--- config.mk ---
export PLATFORM = sky130hd
export DESIGN_NAME = tsfo_frame_out
export DESIGN_NICKNAME = d
export VERILOG_FILES = /design/src/shared/tsfo_pkg.sv /design/src/rtl/tsfo_pair_buf.sv /design/src/rtl/tsfo_frame_out.sv
export VERILOG_INCLUDE_DIRS = /design/src /design/src/shared
export SDC_FILE = /design/constraint.sdc
export NUM_CORES = 1
export LEC_CHECK = 0
export ABC_AREA = 1
export ABC_CLOCK_PERIOD_IN_PS = 3500
export BUFFER_PORTS_ARGS = -buffer_cell sky130_fd_sc_hd__buf_2
export CORE_MARGIN = 5
export CORE_UTILIZATION = 30
export DETAILED_ROUTE_END_ITERATION = 7
export PLACE_DENSITY = 0.48
export SYNTH_ARGS = -nofsm -noshare
export SYNTH_HDL_FRONTEND = slang
export SYNTH_SLANG_ARGS = --single-unit
--- constraint.sdc ---
create_clock -name mclk_in -period 3.5 [get_ports mclk_in]
set_input_delay 0.525 -clock mclk_in [delete_from_list [all_inputs] [get_ports mclk_in]]
set_output_delay 0.525 -clock mclk_in [all_outputs]
set_load 0.02 [all_outputs]
--- src/shared/tsfo_cfg.svh ---
// register map, field positions, reset values and timing counts of the tdm frame output
`ifndef TSFO_CFG_SVH
`define TSFO_CFG_SVH
`define TSFO_OFF_CTRL 12'h000
`define TSFO_OFF_FSW 12'h004
`define TSFO_OFF_FLEN 12'h008
`define TSFO_OFF_SLOT_LO 12'h00C
`define TSFO_OFF_SLOT_HI 12'h010
`define TSFO_OFF_STATUS 12'h014
`define TSFO_CTRL_EN 0
`define TSFO_CTRL_MASTER 1
`define TSFO_CTRL_INVERT 2
`define TSFO_CTRL_EARLY 3
`define TSFO_CTRL_HALF_DUTY 4
`define TSFO_CTRL_HIGH_REF 5
`define TSFO_FSW_MSB 10
`define TSFO_FSW_UPPER_LSB 3
`define TSFO_FLEN_MSB 15
`define TSFO_SLOT_HI_MSB 15
`define TSFO_ST_UNDERRUN 0
`define TSFO_ST_RATE_ERR 1
`define TSFO_ST_ACTIVE 2
`define TSFO_ST_SLOTS_LSB 8
`define TSFO_RST_CTRL 6'h00
`define TSFO_RST_FSW 11'h000
`define TSFO_RST_FLEN 16'h0190
`define TSFO_RST_SLOT 48'h0000_0000_0000
`define TSFO_MAX_SLOTS 48
`define TSFO_SLOT_BITS 8
`define TSFO_MCLK_KHZ 25000
`define TSFO_BCLK_MAX_KHZ 6400
`define TSFO_BCLK_MIN_HALF_CYC \
  ((`TSFO_MCLK_KHZ + 2 * `TSFO_BCLK_MAX_KHZ - 1) / (2 * `TSFO_BCLK_MAX_KHZ))
`endif

--- src/shared/tsfo_pkg.sv ---
// types shared by the tdm frame output design
`default_nettype none
package tsfo_pkg;
  typedef struct packed {
    logic high_ref;
    logic half_duty;
    logic early;
    logic invert;
    logic master;
    logic enable;
  } tsfo_ctrl_t;
  typedef struct packed {
    logic sdo;
    logic sdo_oe;
    logic bclk;
    logic bclk_oe;
    logic fs;
    logic fs_oe;
  } tsfo_link_t;
  typedef enum logic [1:0] {ST_IDLE, ST_WAIT, ST_SHIFT, ST_DONE} tsfo_state_t;
endpackage
`default_nettype wire

--- src/rtl/tsfo_pair_buf.sv ---
// small valid/ready buffer between the byte source and the slot shifter
`timescale 1ns/1ns
`default_nettype none
module tsfo_pair_buf
  import tsfo_pkg::*;
#(
  parameter int WIDTH = 8,
  parameter int DEPTH = 2
)
(
  // clock and reset
  input wire logic mclk_in,
  input wire logic rstn_in,
  // fill side
  input wire logic [WIDTH-1:0] wr_data_in,
  input wire logic wr_valid_in,
  output logic wr_ready_out,
  // drain side
  output logic [WIDTH-1:0] rd_data_out,
  output logic rd_valid_out,
  input wire logic rd_ready_in
);
  localparam int AW = (DEPTH > 1) ? $clog2(DEPTH) : 1;

  if (DEPTH < 2 || (DEPTH & (DEPTH - 1)) != 0)
  begin
    $error("buffer depth must be a power of two, at least 2");
  end

  logic [WIDTH-1:0] mem_reg [DEPTH];
  logic [AW:0] wptr_reg;
  logic [AW:0] rptr_reg;

  wire full = (wptr_reg[AW-1:0] == rptr_reg[AW-1:0]) && (wptr_reg[AW] != rptr_reg[AW]);
  wire empty = (wptr_reg == rptr_reg);
  wire push = wr_valid_in && !full;
  wire pop = rd_ready_in && !empty;

  assign wr_ready_out = !full;
  assign rd_valid_out = !empty;
  assign rd_data_out = mem_reg[rptr_reg[AW-1:0]];

  always_ff @(posedge mclk_in)
  begin
    if (push)
      mem_reg[wptr_reg[AW-1:0]] <= wr_data_in;
  end

  always_ff @(posedge mclk_in or negedge rstn_in)
  begin
    if (!rstn_in)
    begin
      wptr_reg <= '0;
      rptr_reg <= '0;
    end
    else
    begin
      wptr_reg <= push ? wptr_reg + 1'b1 : wptr_reg;
      rptr_reg <= pop ? rptr_reg + 1'b1 : rptr_reg;
    end
  end
endmodule
`default_nettype wire

--- src/rtl/tsfo_frame_out.sv ---
// tdm frame output: apb registers, bit clock and frame sync timing, slot shifter
`timescale 1ns/1ns
`default_nettype none
`include "tsfo_cfg.svh"
module tsfo_frame_out
  import tsfo_pkg::*;
#(
  parameter int SLOTS = `TSFO_MAX_SLOTS,
  parameter int SLOT_BITS = `TSFO_SLOT_BITS
)
(
  // clock and reset
  input wire logic mclk_in,
  input wire logic rstn_in,
  // apb slave
  input wire logic psel_in,
  input wire logic penable_in,
  input wire logic pwrite_in,
  input wire logic [11:0] paddr_in,
  input wire logic [31:0] pwdata_in,
  output logic [31:0] prdata_out,
  output logic pready_out,
  output logic pslverr_out,
  // slot data stream
  input wire logic [SLOT_BITS-1:0] byte_data_in,
  input wire logic byte_valid_in,
  output logic byte_ready_out,
  // tdm link pins
  input wire logic port_bit_clock_in,
  output logic port_bit_clock_out,
  output logic port_bit_clock_oe_out,
  input wire logic port_frame_sync_in,
  output logic port_frame_sync_out,
  output logic port_frame_sync_oe_out,
  output logic port_serial_data_out,
  output logic port_serial_data_oe_out
);
  localparam int BW = $clog2(SLOT_BITS);
  localparam int FRAME_BITS = SLOTS * SLOT_BITS;
  localparam logic [3:0] MIN_HALF = 4'(`TSFO_BCLK_MIN_HALF_CYC);

  if (SLOTS < 1 || SLOTS > `TSFO_MAX_SLOTS || SLOT_BITS < 2 || SLOT_BITS > 16)
  begin
    $error("slot count or slot width out of range");
  end

  function automatic logic [5:0] reg_hit(input logic [11:0] addr);
    reg_hit[0] = (addr == `TSFO_OFF_CTRL);
    reg_hit[1] = (addr == `TSFO_OFF_FSW);
    reg_hit[2] = (addr == `TSFO_OFF_FLEN);
    reg_hit[3] = (addr == `TSFO_OFF_SLOT_LO);
    reg_hit[4] = (addr == `TSFO_OFF_SLOT_HI);
    reg_hit[5] = (addr == `TSFO_OFF_STATUS);
  endfunction

  tsfo_ctrl_t ctrl_reg;
  logic [10:0] fsw_reg;
  logic [15:0] flen_reg;
  logic [47:0] slot_en_reg;
  logic underrun_reg;
  logic rate_err_reg;
  logic [5:0] avail_reg;
  logic [31:0] prdata_reg;
  logic [31:0] ctrl_word;
  logic bclk_s1, bclk_s2, bclk_s3;
  logic fs_s1, fs_s2, fs_s3;
  logic [3:0] hp_cnt_reg;
  logic mbclk_reg;
  logic mfs_reg;
  logic [3:0] hcnt_reg;
  logic [15:0] mbit_reg;
  logic [15:0] fbc_reg;
  tsfo_state_t state_reg, state_next;
  logic seen_reg, seen_next;
  logic [5:0] slot_reg, slot_next;
  logic [BW-1:0] bit_reg, bit_next;
  logic [SLOT_BITS-1:0] shreg_reg, shreg_next;
  logic sdo_reg, sdo_next;
  logic oe_reg, oe_next;
  logic [SLOT_BITS-1:0] buf_data;
  logic buf_valid;
  tsfo_link_t link;

  // register access
  wire [5:0] hit = reg_hit(paddr_in);
  wire apb_wr = psel_in && penable_in && pwrite_in;
  wire apb_setup = psel_in && !penable_in;
  assign pready_out = 1'b1;
  assign pslverr_out = psel_in && penable_in && (hit == 6'h00);
  assign prdata_out = prdata_reg;

  always_comb
  begin
    ctrl_word = 32'h0000_0000;
    ctrl_word[`TSFO_CTRL_EN] = ctrl_reg.enable;
    ctrl_word[`TSFO_CTRL_MASTER] = ctrl_reg.master;
    ctrl_word[`TSFO_CTRL_INVERT] = ctrl_reg.invert;
    ctrl_word[`TSFO_CTRL_EARLY] = ctrl_reg.early;
    ctrl_word[`TSFO_CTRL_HALF_DUTY] = ctrl_reg.half_duty;
    ctrl_word[`TSFO_CTRL_HIGH_REF] = ctrl_reg.high_ref;
  end

  wire [31:0] status_word = 32'h0000_0000
    | (32'(underrun_reg) << `TSFO_ST_UNDERRUN)
    | (32'(rate_err_reg) << `TSFO_ST_RATE_ERR)
    | (32'(state_reg == ST_SHIFT) << `TSFO_ST_ACTIVE)
    | (32'(avail_reg) << `TSFO_ST_SLOTS_LSB);
  wire [31:0] rd_word =
    hit[0] ? ctrl_word :
    hit[1] ? {21'h000000, fsw_reg} :
    hit[2] ? {16'h0000, flen_reg} :
    hit[3] ? slot_en_reg[31:0] :
    hit[4] ? {16'h0000, slot_en_reg[47:32]} :
    hit[5] ? status_word : 32'h0000_0000;

  always_ff @(posedge mclk_in or negedge rstn_in)
  begin
    if (!rstn_in)
      prdata_reg <= 32'h0000_0000;
    else if (apb_setup)
      prdata_reg <= rd_word;
  end

  always_ff @(posedge mclk_in or negedge rstn_in)
  begin
    if (!rstn_in)
    begin
      ctrl_reg <= `TSFO_RST_CTRL;
      fsw_reg <= `TSFO_RST_FSW;
      flen_reg <= `TSFO_RST_FLEN;
      slot_en_reg <= `TSFO_RST_SLOT;
    end
    else if (apb_wr)
    begin
      if (hit[0])
      begin
        ctrl_reg.enable <= pwdata_in[`TSFO_CTRL_EN];
        ctrl_reg.master <= pwdata_in[`TSFO_CTRL_MASTER];
        ctrl_reg.invert <= pwdata_in[`TSFO_CTRL_INVERT];
        ctrl_reg.early <= pwdata_in[`TSFO_CTRL_EARLY];
        ctrl_reg.half_duty <= pwdata_in[`TSFO_CTRL_HALF_DUTY];
        ctrl_reg.high_ref <= pwdata_in[`TSFO_CTRL_HIGH_REF];
      end
      if (hit[1])
        fsw_reg <= pwdata_in[`TSFO_FSW_MSB:0];
      if (hit[2])
        flen_reg <= pwdata_in[`TSFO_FLEN_MSB:0];
      if (hit[3])
        slot_en_reg[31:0] <= pwdata_in;
      if (hit[4])
        slot_en_reg[47:32] <= pwdata_in[`TSFO_SLOT_HI_MSB:0];
    end
  end

  // link inputs, two flip-flops before use; the external master owns both in slave mode
  always_ff @(posedge mclk_in or negedge rstn_in)
  begin
    if (!rstn_in)
    begin
      {bclk_s1, bclk_s2, bclk_s3} <= 3'h0;
      {fs_s1, fs_s2, fs_s3} <= 3'h0;
    end
    else
    begin
      {bclk_s1, bclk_s2, bclk_s3} <= {port_bit_clock_in, bclk_s1, bclk_s2};
      {fs_s1, fs_s2, fs_s3} <= {port_frame_sync_in, fs_s1, fs_s2};
    end
  end

  wire s_rise_pin = bclk_s2 && !bclk_s3;
  wire s_fall_pin = !bclk_s2 && bclk_s3;
  wire s_fs_rise = fs_s2 && !fs_s3;

  // master bit clock: toggles on every master clock, or at the finest rate the high reference limit allows in high reference mode
  wire run_m = ctrl_reg.enable && ctrl_reg.master;
  wire hr_m = run_m && ctrl_reg.high_ref;
  wire [3:0] half_lim = ctrl_reg.high_ref ? MIN_HALF : 4'h1;
  wire m_tog = run_m && (hcnt_reg + 4'h1 >= half_lim);
  wire m_rise = m_tog && !mbclk_reg;
  wire m_fall = m_tog && mbclk_reg;
  wire m_wrap = (mbit_reg >= flen_reg - 16'h0001);
  wire [15:0] mbit_next = m_wrap ? 16'h0000 : mbit_reg + 16'h0001;
  wire [15:0] fs_high = ctrl_reg.half_duty ? {1'b0, flen_reg[15:1]} :
    {5'h00, fsw_reg} + 16'h0001;

  always_ff @(posedge mclk_in or negedge rstn_in)
  begin
    if (!rstn_in)
    begin
      hcnt_reg <= 4'h0;
      mbclk_reg <= 1'b0;
      mbit_reg <= 16'h0000;
      mfs_reg <= 1'b0;
    end
    else
    begin
      hcnt_reg <= (m_tog || !run_m) ? 4'h0 : hcnt_reg + 4'h1;
      mbclk_reg <= run_m ? (mbclk_reg ^ m_tog) : 1'b0;
      if (m_fall)
      begin
        mbit_reg <= mbit_next;
        mfs_reg <= (mbit_next < fs_high);
      end
    end
  end

  // slave bit clock rate check in high reference mode
  wire rate_bad = ctrl_reg.enable && !ctrl_reg.master && ctrl_reg.high_ref
    && (s_rise_pin || s_fall_pin) && (hp_cnt_reg + 4'h1 < MIN_HALF);

  always_ff @(posedge mclk_in or negedge rstn_in)
  begin
    if (!rstn_in)
      hp_cnt_reg <= 4'h0;
    else if (s_rise_pin || s_fall_pin)
      hp_cnt_reg <= 4'h0;
    else if (hp_cnt_reg != 4'hF)
      hp_cnt_reg <= hp_cnt_reg + 4'h1;
  end

  // internal edges: the invert control swaps which pin edge counts as rising
  wire irise = ctrl_reg.master ? m_rise : (ctrl_reg.invert ? s_fall_pin : s_rise_pin);
  wire ifall = ctrl_reg.master ? m_fall : (ctrl_reg.invert ? s_rise_pin : s_fall_pin);
  wire fs_rise_ev = ctrl_reg.enable && (ctrl_reg.master ? (m_fall && m_wrap) : s_fs_rise);
  wire launch_edge = ctrl_reg.early ? ifall : irise;
  wire first_launch = (state_reg == ST_WAIT) && seen_reg && launch_edge;
  wire shift_go = ctrl_reg.enable && !fs_rise_ev
    && (first_launch || (state_reg == ST_SHIFT && launch_edge));
  wire in_range = (slot_reg < 6'(SLOTS));
  wire slot_on = in_range && slot_en_reg[slot_reg];
  wire load = shift_go && slot_on && (bit_reg == '0);
  wire [SLOT_BITS-1:0] fresh = buf_valid ? buf_data : '0;

  tsfo_pair_buf #(
    .WIDTH(SLOT_BITS),
    .DEPTH(2)
  ) u_buf (
    .mclk_in(mclk_in),
    .rstn_in(rstn_in),
    .wr_data_in(byte_data_in),
    .wr_valid_in(byte_valid_in),
    .wr_ready_out(byte_ready_out),
    .rd_data_out(buf_data),
    .rd_valid_out(buf_valid),
    .rd_ready_in(load)
  );

  always_comb
  begin
    state_next = state_reg;
    seen_next = seen_reg;
    slot_next = slot_reg;
    bit_next = bit_reg;
    shreg_next = shreg_reg;
    sdo_next = sdo_reg;
    oe_next = oe_reg;
    if (!ctrl_reg.enable)
    begin
      state_next = ST_IDLE;
      oe_next = 1'b0;
      sdo_next = 1'b0;
    end
    else if (fs_rise_ev)
    begin
      state_next = ST_WAIT;
      seen_next = 1'b0;
      slot_next = 6'h00;
      bit_next = '0;
      oe_next = 1'b0;
    end
    else
    begin
      unique case (state_reg)
        ST_WAIT:
          if (irise)
            seen_next = 1'b1;
        ST_IDLE, ST_SHIFT, ST_DONE:
          state_next = state_reg;
      endcase
      if (shift_go)
      begin
        state_next = in_range ? ST_SHIFT : ST_DONE;
        oe_next = slot_on;
        if (!in_range || !slot_on)
          sdo_next = 1'b0;
        else if (bit_reg == '0)
          sdo_next = fresh[SLOT_BITS-1];
        else
          sdo_next = shreg_reg[SLOT_BITS-1];
        shreg_next = (bit_reg == '0) ? (fresh << 1) : (shreg_reg << 1);
        if (in_range && bit_reg == BW'(SLOT_BITS - 1))
        begin
          bit_next = '0;
          slot_next = slot_reg + 6'h01;
        end
        else if (in_range)
          bit_next = bit_reg + 1'b1;
      end
    end
  end

  always_ff @(posedge mclk_in or negedge rstn_in)
  begin
    if (!rstn_in)
    begin
      state_reg <= ST_IDLE;
      seen_reg <= 1'b0;
      slot_reg <= 6'h00;
      bit_reg <= '0;
      shreg_reg <= '0;
      sdo_reg <= 1'b0;
      oe_reg <= 1'b0;
    end
    else
    begin
      state_reg <= state_next;
      seen_reg <= seen_next;
      slot_reg <= slot_next;
      bit_reg <= bit_next;
      shreg_reg <= shreg_next;
      sdo_reg <= sdo_next;
      oe_reg <= oe_next;
    end
  end

  // frame length in bit clocks gives the usable slot count; the remainder stays unused
  wire [15:0] slots_seen = fbc_reg / 16'(SLOT_BITS);
  always_ff @(posedge mclk_in or negedge rstn_in)
  begin
    if (!rstn_in)
    begin
      fbc_reg <= 16'h0000;
      avail_reg <= 6'h00;
    end
    else if (fs_rise_ev)
    begin
      fbc_reg <= 16'h0000;
      avail_reg <= (fbc_reg >= 16'(FRAME_BITS)) ? 6'(SLOTS) : slots_seen[5:0];
    end
    else if (irise && fbc_reg != 16'hFFFF)
      fbc_reg <= fbc_reg + 16'h0001;
  end

  // sticky status, write one to clear; a new event wins over the clear
  wire clr_st = apb_wr && hit[5];
  always_ff @(posedge mclk_in or negedge rstn_in)
  begin
    if (!rstn_in)
    begin
      underrun_reg <= 1'b0;
      rate_err_reg <= 1'b0;
    end
    else
    begin
      underrun_reg <= (load && !buf_valid)
        || (underrun_reg && !(clr_st && pwdata_in[`TSFO_ST_UNDERRUN]));
      rate_err_reg <= rate_bad
        || (rate_err_reg && !(clr_st && pwdata_in[`TSFO_ST_RATE_ERR]));
    end
  end

  always_comb
  begin
    link.sdo = sdo_reg;
    link.sdo_oe = oe_reg;
    link.bclk = mbclk_reg ^ ctrl_reg.invert;
    link.bclk_oe = run_m;
    link.fs = mfs_reg;
    link.fs_oe = run_m;
  end
  assign port_serial_data_out = link.sdo;
  assign port_serial_data_oe_out = link.sdo_oe;
  assign port_bit_clock_out = link.bclk;
  assign port_bit_clock_oe_out = link.bclk_oe;
  assign port_frame_sync_out = link.fs;
  assign port_frame_sync_oe_out = link.fs_oe;
endmodule
`default_nettype wire

**Word level (Yosys, flattened, before mapping)**

Memories as Yosys holds them, arrays and structs flattened.
Cells that the tools add are included.

- Add/sub/neg operators: 10
- $mul: 0
- Divide/modulo/power cells: 0
- $lt $le $gt $ge: 7
- Equality and inequality tests: 16
- Shift-type cells: 0
- Multiplexer cells: 50
- Bitwise gates (word level): 6
- Reductions and logical operators: 76

Operators with widths:

| operator | number |
|---|---|
| $mux 32 | 4 |
| $mux 16 | 4 |
| $logic_and 1x1->1 | 36 |
| $add 16x1->16 const B | 2 |
| $eq 12x4->1 const B | 2 |
| $eq 12x5->1 const B | 2 |
| $mux 6 | 4 |
| $mux 1 | 22 |
| $ge 16x16->1 | 1 |
| $ge 16x9->1 const B | 1 |
| $lt 16x15->1 | 1 |
| $mux 8 | 2 |
| $ne 16x16->1 const B | 1 |
| $sub 16x1->16 const B | 1 |
| $mux 15 | 1 |
| $logic_not 1->1 | 14 |
| $mux 14 | 1 |
| $or 3x14->14 | 1 |
| $add 11x1->12 const B | 1 |
| $eq 12x3->1 const B | 1 |
| $logic_not 12->1 | 1 |
| $mux 3 | 4 |
| $mux 4 | 3 |
| $reduce_and 2->1 | 6 |
| 30 further kinds | 49 |

- Register bits: 195
- Latch bits: 0
- RAM bits: 16
- ROM bits: 0
- Bits of input ports: 60
- Output and inout port bits: 41
- Logic and storage cells: 201
- Memories kept: 1

Memory list:

| memory | depth | bits a word | read ports | clocked after memory_dff | write ports | RTL line | text |
|---|---|---|---|---|---|---|---|
| u_buf.mem_reg | 2 | 8 | 1 | 0 | 1 | tsfo_pair_buf.sv:30 | `logic [WIDTH-1:0] mem_reg [DEPTH];` |

**Longest topological paths before layout**

Gate-level depths: netlist of run 1.

- Depth after elaboration: 14
- Gate-level depth with buffers: 29
- Mapped depth without buffers: 29

**Modules after synthesis**

Synthesis of run 1 repeated with hierarchy kept, for this count alone.

- Cells, all modules: 1405
- Area total of the unflattened synthesis: 11466.0 um^2

Modules (own cells, without submodules):

| module | times used | cells each | area each (um^2) | sequential area each (um^2) |
|---|---|---|---|---|
| tsfo_frame_out | 1 | 1327 | 10616.4 | 4758.3 |
| tsfo_pair_buf | 1 | 78 | 849.6 | 580.6 |

**Least setup slack after synthesis of run 1**

OpenSTA, ideal clock, no wires.

- Kind: register to register
- Start: register flen_reg[0]
- End: register mfs_reg, in the netlist port_frame_sync_out
- Setup time: 66 ps
- Arrival: 3590 ps
- Data required time: 3434 ps
- Setup slack: -155 ps
- Cell stages (with the launch flop): 26
- Path buffers: 0
- Clock period less this slack: 3655 ps
- Cell sequence: dfrtp_1 inv_1 ha_1 nand3_1 nor3_2 nor3b_2 nand3_1 nor3_1 xor2_1 inv_1 ha_1 nand4_1 a21oi_1 nor2_1 nand2_2 inv_1 o21ai_0 a21oi_1 ha_1 a21oi_1 nor2_1 a211oi_1 nor2_1 nor2_1 nand2_1 nand2_1

- Cells in the longest elaborated chain, start to end: 4

Ends and longest elaborated chain:

| element | RTL line | text |
|---|---|---|
| start, declared | tsfo_frame_out.sv:58 | `logic [15:0] flen_reg;` |
| start signal, assigned | tsfo_frame_out.sv:130 | `` flen_reg <= `TSFO_RST_FLEN; `` |
| start signal, assigned | tsfo_frame_out.sv:147 | `` flen_reg <= pwdata_in[`TSFO_FLEN_MSB:0]; `` |
| $sub 16x1->16 | tsfo_frame_out.sv:181 | `wire m_wrap = (mbit_reg >= flen_reg - 16'h0001);` |
| $ge 16x16->1 | tsfo_frame_out.sv:181 |  |
| $mux 16 | tsfo_frame_out.sv:182 | `wire [15:0] mbit_next = m_wrap ? 16'h0000 : mbit_reg + 16'h0001;` |
| named net mbit_next[9] | tsfo_frame_out.sv:182 |  |
| $lt 16x15->1 | tsfo_frame_out.sv:202 | `mfs_reg <= (mbit_next < fs_high);` |
| end signal, assigned | tsfo_frame_out.sv:202 |  |
| end, declared | tsfo_frame_out.sv:69 | `logic mfs_reg;` |

The timed path passes the listed nets, and every way through them passes these cells.
A chain may end at the register's enable or synchronous reset.

**Worst setup path in the final report of run 1**

- Start: register flen_reg[1]
- End: register mfs_reg, in the netlist port_frame_sync_out

The elaborated chain is that of the path after synthesis.

==> results of run 1 <==
## layer usage
metal	vias to the layer above	track usage [%]	wire length (µm)
met1	4589	21.87	15540
met2	195	24.04	14810
met5	-	0	24
li1	4908	-	-
met3	45	2.616	1539
met4	4	4.043	809
## cells by family after synthesis
logic type | synth area share, %
and+or+nand+nor | 21.80
other | 0.06569
xor gates and xnor gates | 2.145
buffers and inverters | 7.924
adders and majority gates | 5.144
muxes | 2.101
DFF | 46.70
AOI/OAI and AO/OA | 14.12
## stage by stage
step            TNS, ns  worst slack, ns
3_5_place_dp     -1.361          -0.3095
2_1_floorplan  -0.04783         -0.04783
4_1_cts         -0.3074          -0.1816
3_3_place_gp    -0.1488          -0.1488
5_1_grt          -6.396          -0.3868
6_report       -0.07717         -0.07717
## layout make-up
class	instances	share of cell area, %
clock buffers	37	5.354
multi-input cells	948	38.52
repair buffers	175	8.084
well taps	511	4.485
clock inverters	11	1.115
flip-flops and latches	210	37.45
inverters	186	4.986
## worst max path at each step
stage                            from                   to
after floorplan           flen_reg[0]  port_frame_sync_out
after global placement    flen_reg[0]  port_frame_sync_out
after detailed placement  flen_reg[0]  port_frame_sync_out
after CTS                 flen_reg[0]  port_frame_sync_out
after global routing      flen_reg[1]  port_frame_sync_out
final                     flen_reg[1]  port_frame_sync_out
## cells in the final DEF, fill, tap and decap left out, types with 6 or more instances in the layout
cell         n
a21oi_1     56
a21oi_2      9
buf_2       98
buf_4       66
buf_6        6
clkbuf_16   28
clkbuf_8     6
dfrtp_1    191
edfxtp_1    16
ha_1        43
inv_1      172
inv_2        7
mux2_4      16
nand2_1    318
nand2_2     13
nand3_1     63
nand4_1     17
nor2_1      83
nor2_2      11
nor3_1      18
nor4_1       8
o211ai_1     8
o21ai_0    126
o21ai_1     30
o21ai_2      8
o221ai_1    13
o31ai_1      9
xnor2_1      9
xor2_1      18
## power breakdown
group          switching (mW)  internal [mW]  total, mW
Combinational           0.281          0.138      0.420
Sequential             0.0623           2.56       2.62
Clock                    1.09           1.80       2.90
Total                    1.44           4.50       5.94
## timing repair
action,CTS,global route
setup endpoints to repair,24,47
resized for setup,20,58
gates cloned,0,1
pin swaps,17,42
setup buffers,14,10
hold buffers,0,0
==> flow_metrics.tcl, run 1 <==
set metrics [dict create \
    outcome "finished with violations" \
    violations "negative setup slack" \
    routabilityCongestion 0.8710 \
    die_h_um 205.2 \
    cp.depth 25 \
    yosysMostFrequentCell "nand2_1" \
    rows 71 \
    clock_path_buffers 3 \
    cts_inserted_buffers 26 \
    die_w_um 205.2 \
    clk_pin_slew_ns 0.06 \
    ys_ff_latch 210 \
    powerDensity_nw_per_um2 416.5 \
    wl_per_cell_um 15.75 \
    core_um2 37670 \
    placed_area_um2 12830 \
    fin_ws_ns -0.07717 \
    n_fill_cell 3906 \
    fin_cells 2078 \
    cts_tree "yes" \
    vias 9741 \
    peakVddDrop_mv 0.3527 \
    netlist_top_cells_area "dfrtp_1 (42%), nand2_1 (11%), o21ai_0 (6.0%)" \
    die_area_um2 42110 \
    htreeDepth 1 \
    wl_um 32730 \
    worstPathMaxFanout 4 \
    relSlewSlack_pct 33.97 \
    setup_violations 1 \
    synth_top_area_share_pct 41.81 \
    leakage_nw 7.022 \
    crit_top_cell "nor2_1" \
    crit_type "reg -> reg" \
    drt_iter0_drc 503 \
    grt_pass1_vias 9358 \
    largest_reg_flops 48 \
    start_util_pct 30.35 \
    max_freq_mhz 279.6 \
    rr_startpoint "flen_reg[1]" \
    yosys_warnings 0 \
    r2r_slack_ns -0.08 \
    multi_input_area_um2 5492 \
    cp_data_arrival_time_ns 4.08 \
    clock_sinks 210 \
    port_buffers 99 \
    hold_path.class "in -> async" \
    drive_gt1_share_pct 20.74 \
    rsz0062_at_grt "yes" \
    worstPathRequired_ns 4.00 \
    critPathMaxStageDelay_ns 0.40 \
    fin_nets 1654 \
    fin_util_pct 37.85 \
    ys_seq_area_share_pct 46.70 \
    finalHoldViolCount 0 \
    drt_pass1_iterations 5 \
    synthCells 1388 \
    tightestPinTransition_ns 0.9814 \
    cp-end-kind "register" \
    clkLatencyLatePin_ns 0.56 \
    path_buf_inv 3 \
    diodes 0 \
    pin_count 101 \
    power.total_mw 5.937 \
    final.setup_skew_ns 0.03814 \
    final_cell_area_um2 14250 \
    grt_first_pass_wirelength_um 51490 \
    place_inst 2011 \
    synth_edf_count 16 \
    synth_top_cell_by_area "dfrtp_1" \
    start_kind "register" \
    drv_slew 0 \
    final.min_clock_period_ns 3.577 \
    synth_cell_types 54 \
    globalRouteOverflowTotal 0 \
    root_buffer "clkbuf_16" \
    ff2ff_path_depth 25 \
    post_synth.cell_area_avg_um2 8.236 \
    post-route-period-util_pct 102.2 \
    drcViolationCount 0 \
    grt_antenna_before_repair 2 \
    cp_slowest_cell "dfrtp_1" \
    seq_area_um2 5339 \
    gr-usage-all-layers_pct 15.29 \
    netlist_area_um2 11430 \
    grt_max_degree 81 \
    ys.flop_type "dfrtp_1" \
    fin_hold_ws_ns 0.01935 \
    maxCapViolCount 0 \
    dp_hpwl_um 24060 \
    path_delay_family "simple AND/OR/NAND/NOR gates" \
    async_flop_share_pct 92.38 \
    r2r_end "port_frame_sync_out" \
    area_delta_synth_final_pct 24.69 \
    synth_common_cells "nand2_1 (324), dfrtp_1 (191), inv_1 (176)" \
    via_per_inst 4.688 \
    drtAntennaViolNets 0 \
]
Power figures use the tool's default switching activity.
==> run 2: changes to the inputs <==
Settings changed: PLACE_DENSITY 0.48 to default, SLEW_MARGIN from default to 40.
==> run 2 against run 1 <==
Compared with the run above:
- count of clock-buffer cells in the layout decreased by 4
- final cell count grew 0.19%
- register-to-register slack got worse by 0.14 ns
- critical path depth unchanged
- the flow still finishes with violations (negative setup slack)
- critical endpoint unchanged
- cell area grew 2.1%
- sequential share of layout area shrank 0.78 points
- die area stayed put
- clock skew down 0.0030 ns
- global-route usage down 0.12 points
- first-iteration DRC count rose by 21%
==> flow_metrics.tcl, run 2 (synthesis gave the netlist of run 1 again) <==
set metrics [dict create \
    outcome "finished with violations" \
    violations "negative setup slack" \
    largest_reg_flops 48 \
    place_inst 2007 \
    worstPathRequired_ns 4.00 \
    start_kind "register" \
    final.setup_skew_ns 0.03512 \
    core_um2 37670 \
    ff2ff_path_depth 25 \
    pin_count 101 \
    die_area_um2 42110 \
    setup_violations 43 \
    grt_pass1_vias 9725 \
    switchingPower_mw 1.463 \
    drtAntennaViolNets 0 \
    cp_slowest_cell "dfrtp_1" \
    area_delta_synth_final_pct 27.34 \
    fin_cells 2082 \
    maxCapViolCount 0 \
    clk_pin_slew_ns 0.06 \
    crit_top_cell "nor2_1" \
    leakage_nw 7.093 \
    clock_sinks 210 \
    hold_path.class "in -> reg" \
    relSlewSlack_pct 30.31 \
    rr_startpoint "flen_reg[2]" \
    r2r_end "port_frame_sync_out" \
    layout_commonest_cell "nand2_1" \
    post-route-period-util_pct 106.3 \
    grt_antenna_before_repair 6 \
    place_ws_ns -0.2793 \
    drive_gt1_share_pct 22.99 \
    final.min_clock_period_ns 3.721 \
    die_w_um 205.2 \
    r2r_slack_ns -0.22 \
    finalHoldViolCount 0 \
    routabilityCongestion 0.9148 \
    via_per_inst 4.796 \
    cts_inserted_buffers 25 \
    powerDensity_nw_per_um2 413.6 \
    htreeDepth 1 \
    gr-usage-all-layers_pct 15.17 \
    clkLatencyLatePin_ns 0.57 \
    start_util_pct 30.35 \
    critPathCapture "port_frame_sync_out" \
    p_sw_share_pct 24.30 \
    critPathMaxStageDelay_ns 0.38 \
    vias 9986 \
    drv_slew 0 \
    internal_power_mw 4.558 \
    power.total_mw 6.021 \
    drt_iter0_drc 609 \
    startpoint "flen_reg[2]" \
    root_buffer "clkbuf_16" \
    final_cell_mix "nand2_1 (311), dfrtp_1 (191), inv_1 (170)" \
    grt_max_degree 88 \
    fin_ws_ns -0.2206 \
    p_seq_share_pct 43.5 \
    worstPathMaxFanout 4 \
    die_h_um 205.2 \
    share_comb_of_total_power_pct 7.4 \
    dp_hpwl_um 23800 \
    fin_nets 1658 \
    tightestPinTransition_ns 1.037 \
    rsz0062_at_grt "yes" \
    cp_data_arrival_time_ns 4.23 \
    globalRouteOverflowTotal 0 \
    crit_type "reg -> reg" \
    port_buffers 99 \
    drt_pass1_iterations 6 \
    wl_per_cell_um 15.78 \
    rows 71 \
    max_freq_mhz 268.8 \
    peakVddDrop_mv 0.4424 \
    clock_path_buffers 3 \
    drcViolationCount 0 \
    grt_first_pass_wirelength_um 51890 \
    clkPwrFrac_pct 49.1 \
    wl_um 32860 \
    cts_tree "yes" \
    cp-end-kind "register" \
]
## run 2: worst min path at each step
stage | startpoint | depth (start not counted) | end
2_1_floorplan | rstn_in | 0 | avail_reg[0]
3_3_place_gp | fs_s1 | 0 | fs_s2
3_5_place_dp | bclk_s1 | 0 | bclk_s2
4_1_cts | rstn_in | 1 | flen_reg[2]
5_1_grt | port_bit_clock_in | 1 | bclk_s1
6_report | port_frame_sync_in | 1 | fs_s1
## run 2: critical path, delay by kind of cell (launching register included)
| family | cells | cell delay [ns] |
|---|---|---|
| AOI/OAI and AO/OA | 6 | 0.68 |
| xor gates and xnor gates | 1 | 0.16 |
| adders and majority gates | 2 | 0.52 |
| buffers and inverters | 3 | 0.25 |
| DFF | 1 | 0.38 |
| and+or+nand+nor | 13 | 1.65 |
## run 2: final cells by class
class | count | area, µm²
diodes | 1 | 2.502
clock inverters | 13 | 239.0
fillers | 3803 | 23110
clock buffers | 33 | 695.7
inverters | 186 | 723.2
repair buffers | 180 | 1239
multi-input cells | 948 | 5680
well taps | 511 | 639.4
flip-flops and latches | 210 | 5339
## run 2: repair_timing
item | in CTS | in global routing
hold endpoints to repair | 0 | 14
pin swaps | 2 | 37
hold buffers | 0 | 1
resized for setup | 18 | 133
gates cloned | 1 | 1
setup buffers | 10 | 15
setup endpoints to repair | 39 | 47
## run 2: power groups by stage
stage | clock network (mW) | logic, mW | registers [mW]
floorplan | 0 | 0.246 | 2.65
global placement | 0 | 0.407 | 2.66
detailed placement | 0 | 0.413 | 2.66
CTS | 3.02 | 0.419 | 2.62
global route | 3.12 | 0.500 | 2.63
finish | 2.95 | 0.445 | 2.62
## run 2: metal layers
layer / share of wire, % / GRT usage, % / routed length (µm) / vias up
met5: 0.16 / 0 / 54 / -
met4: 2.4 / 3.876 / 788 / 10
met3: 6.8 / 3.751 / 2236 / 60
met2: 46 / 24.31 / 14990 / 249
met1: 45 / 20.66 / 14790 / 4733
li1: - / - / - / 4934
## run 2: stage by stage
| stage | util, % | hold WS [ns] | setup TNS [ns] | area, µm² |
|---|---|---|---|---|
| 6_report | 38.65 | 0.09494 | -4.124 | 14560 |
| 2_1_floorplan | - | 0.2294 | -0.04783 | 11460 |
| 5_1_grt | 38.65 | 0.07674 | -14.34 | 14560 |
| 4_1_cts | 36.86 | 0.07029 | -0.1640 | 13880 |
| 3_3_place_gp | 33.99 | 0.3419 | -0.1298 | 12800 |
| 3_5_place_dp | 34.02 | 0.3504 | -1.369 | 12810 |
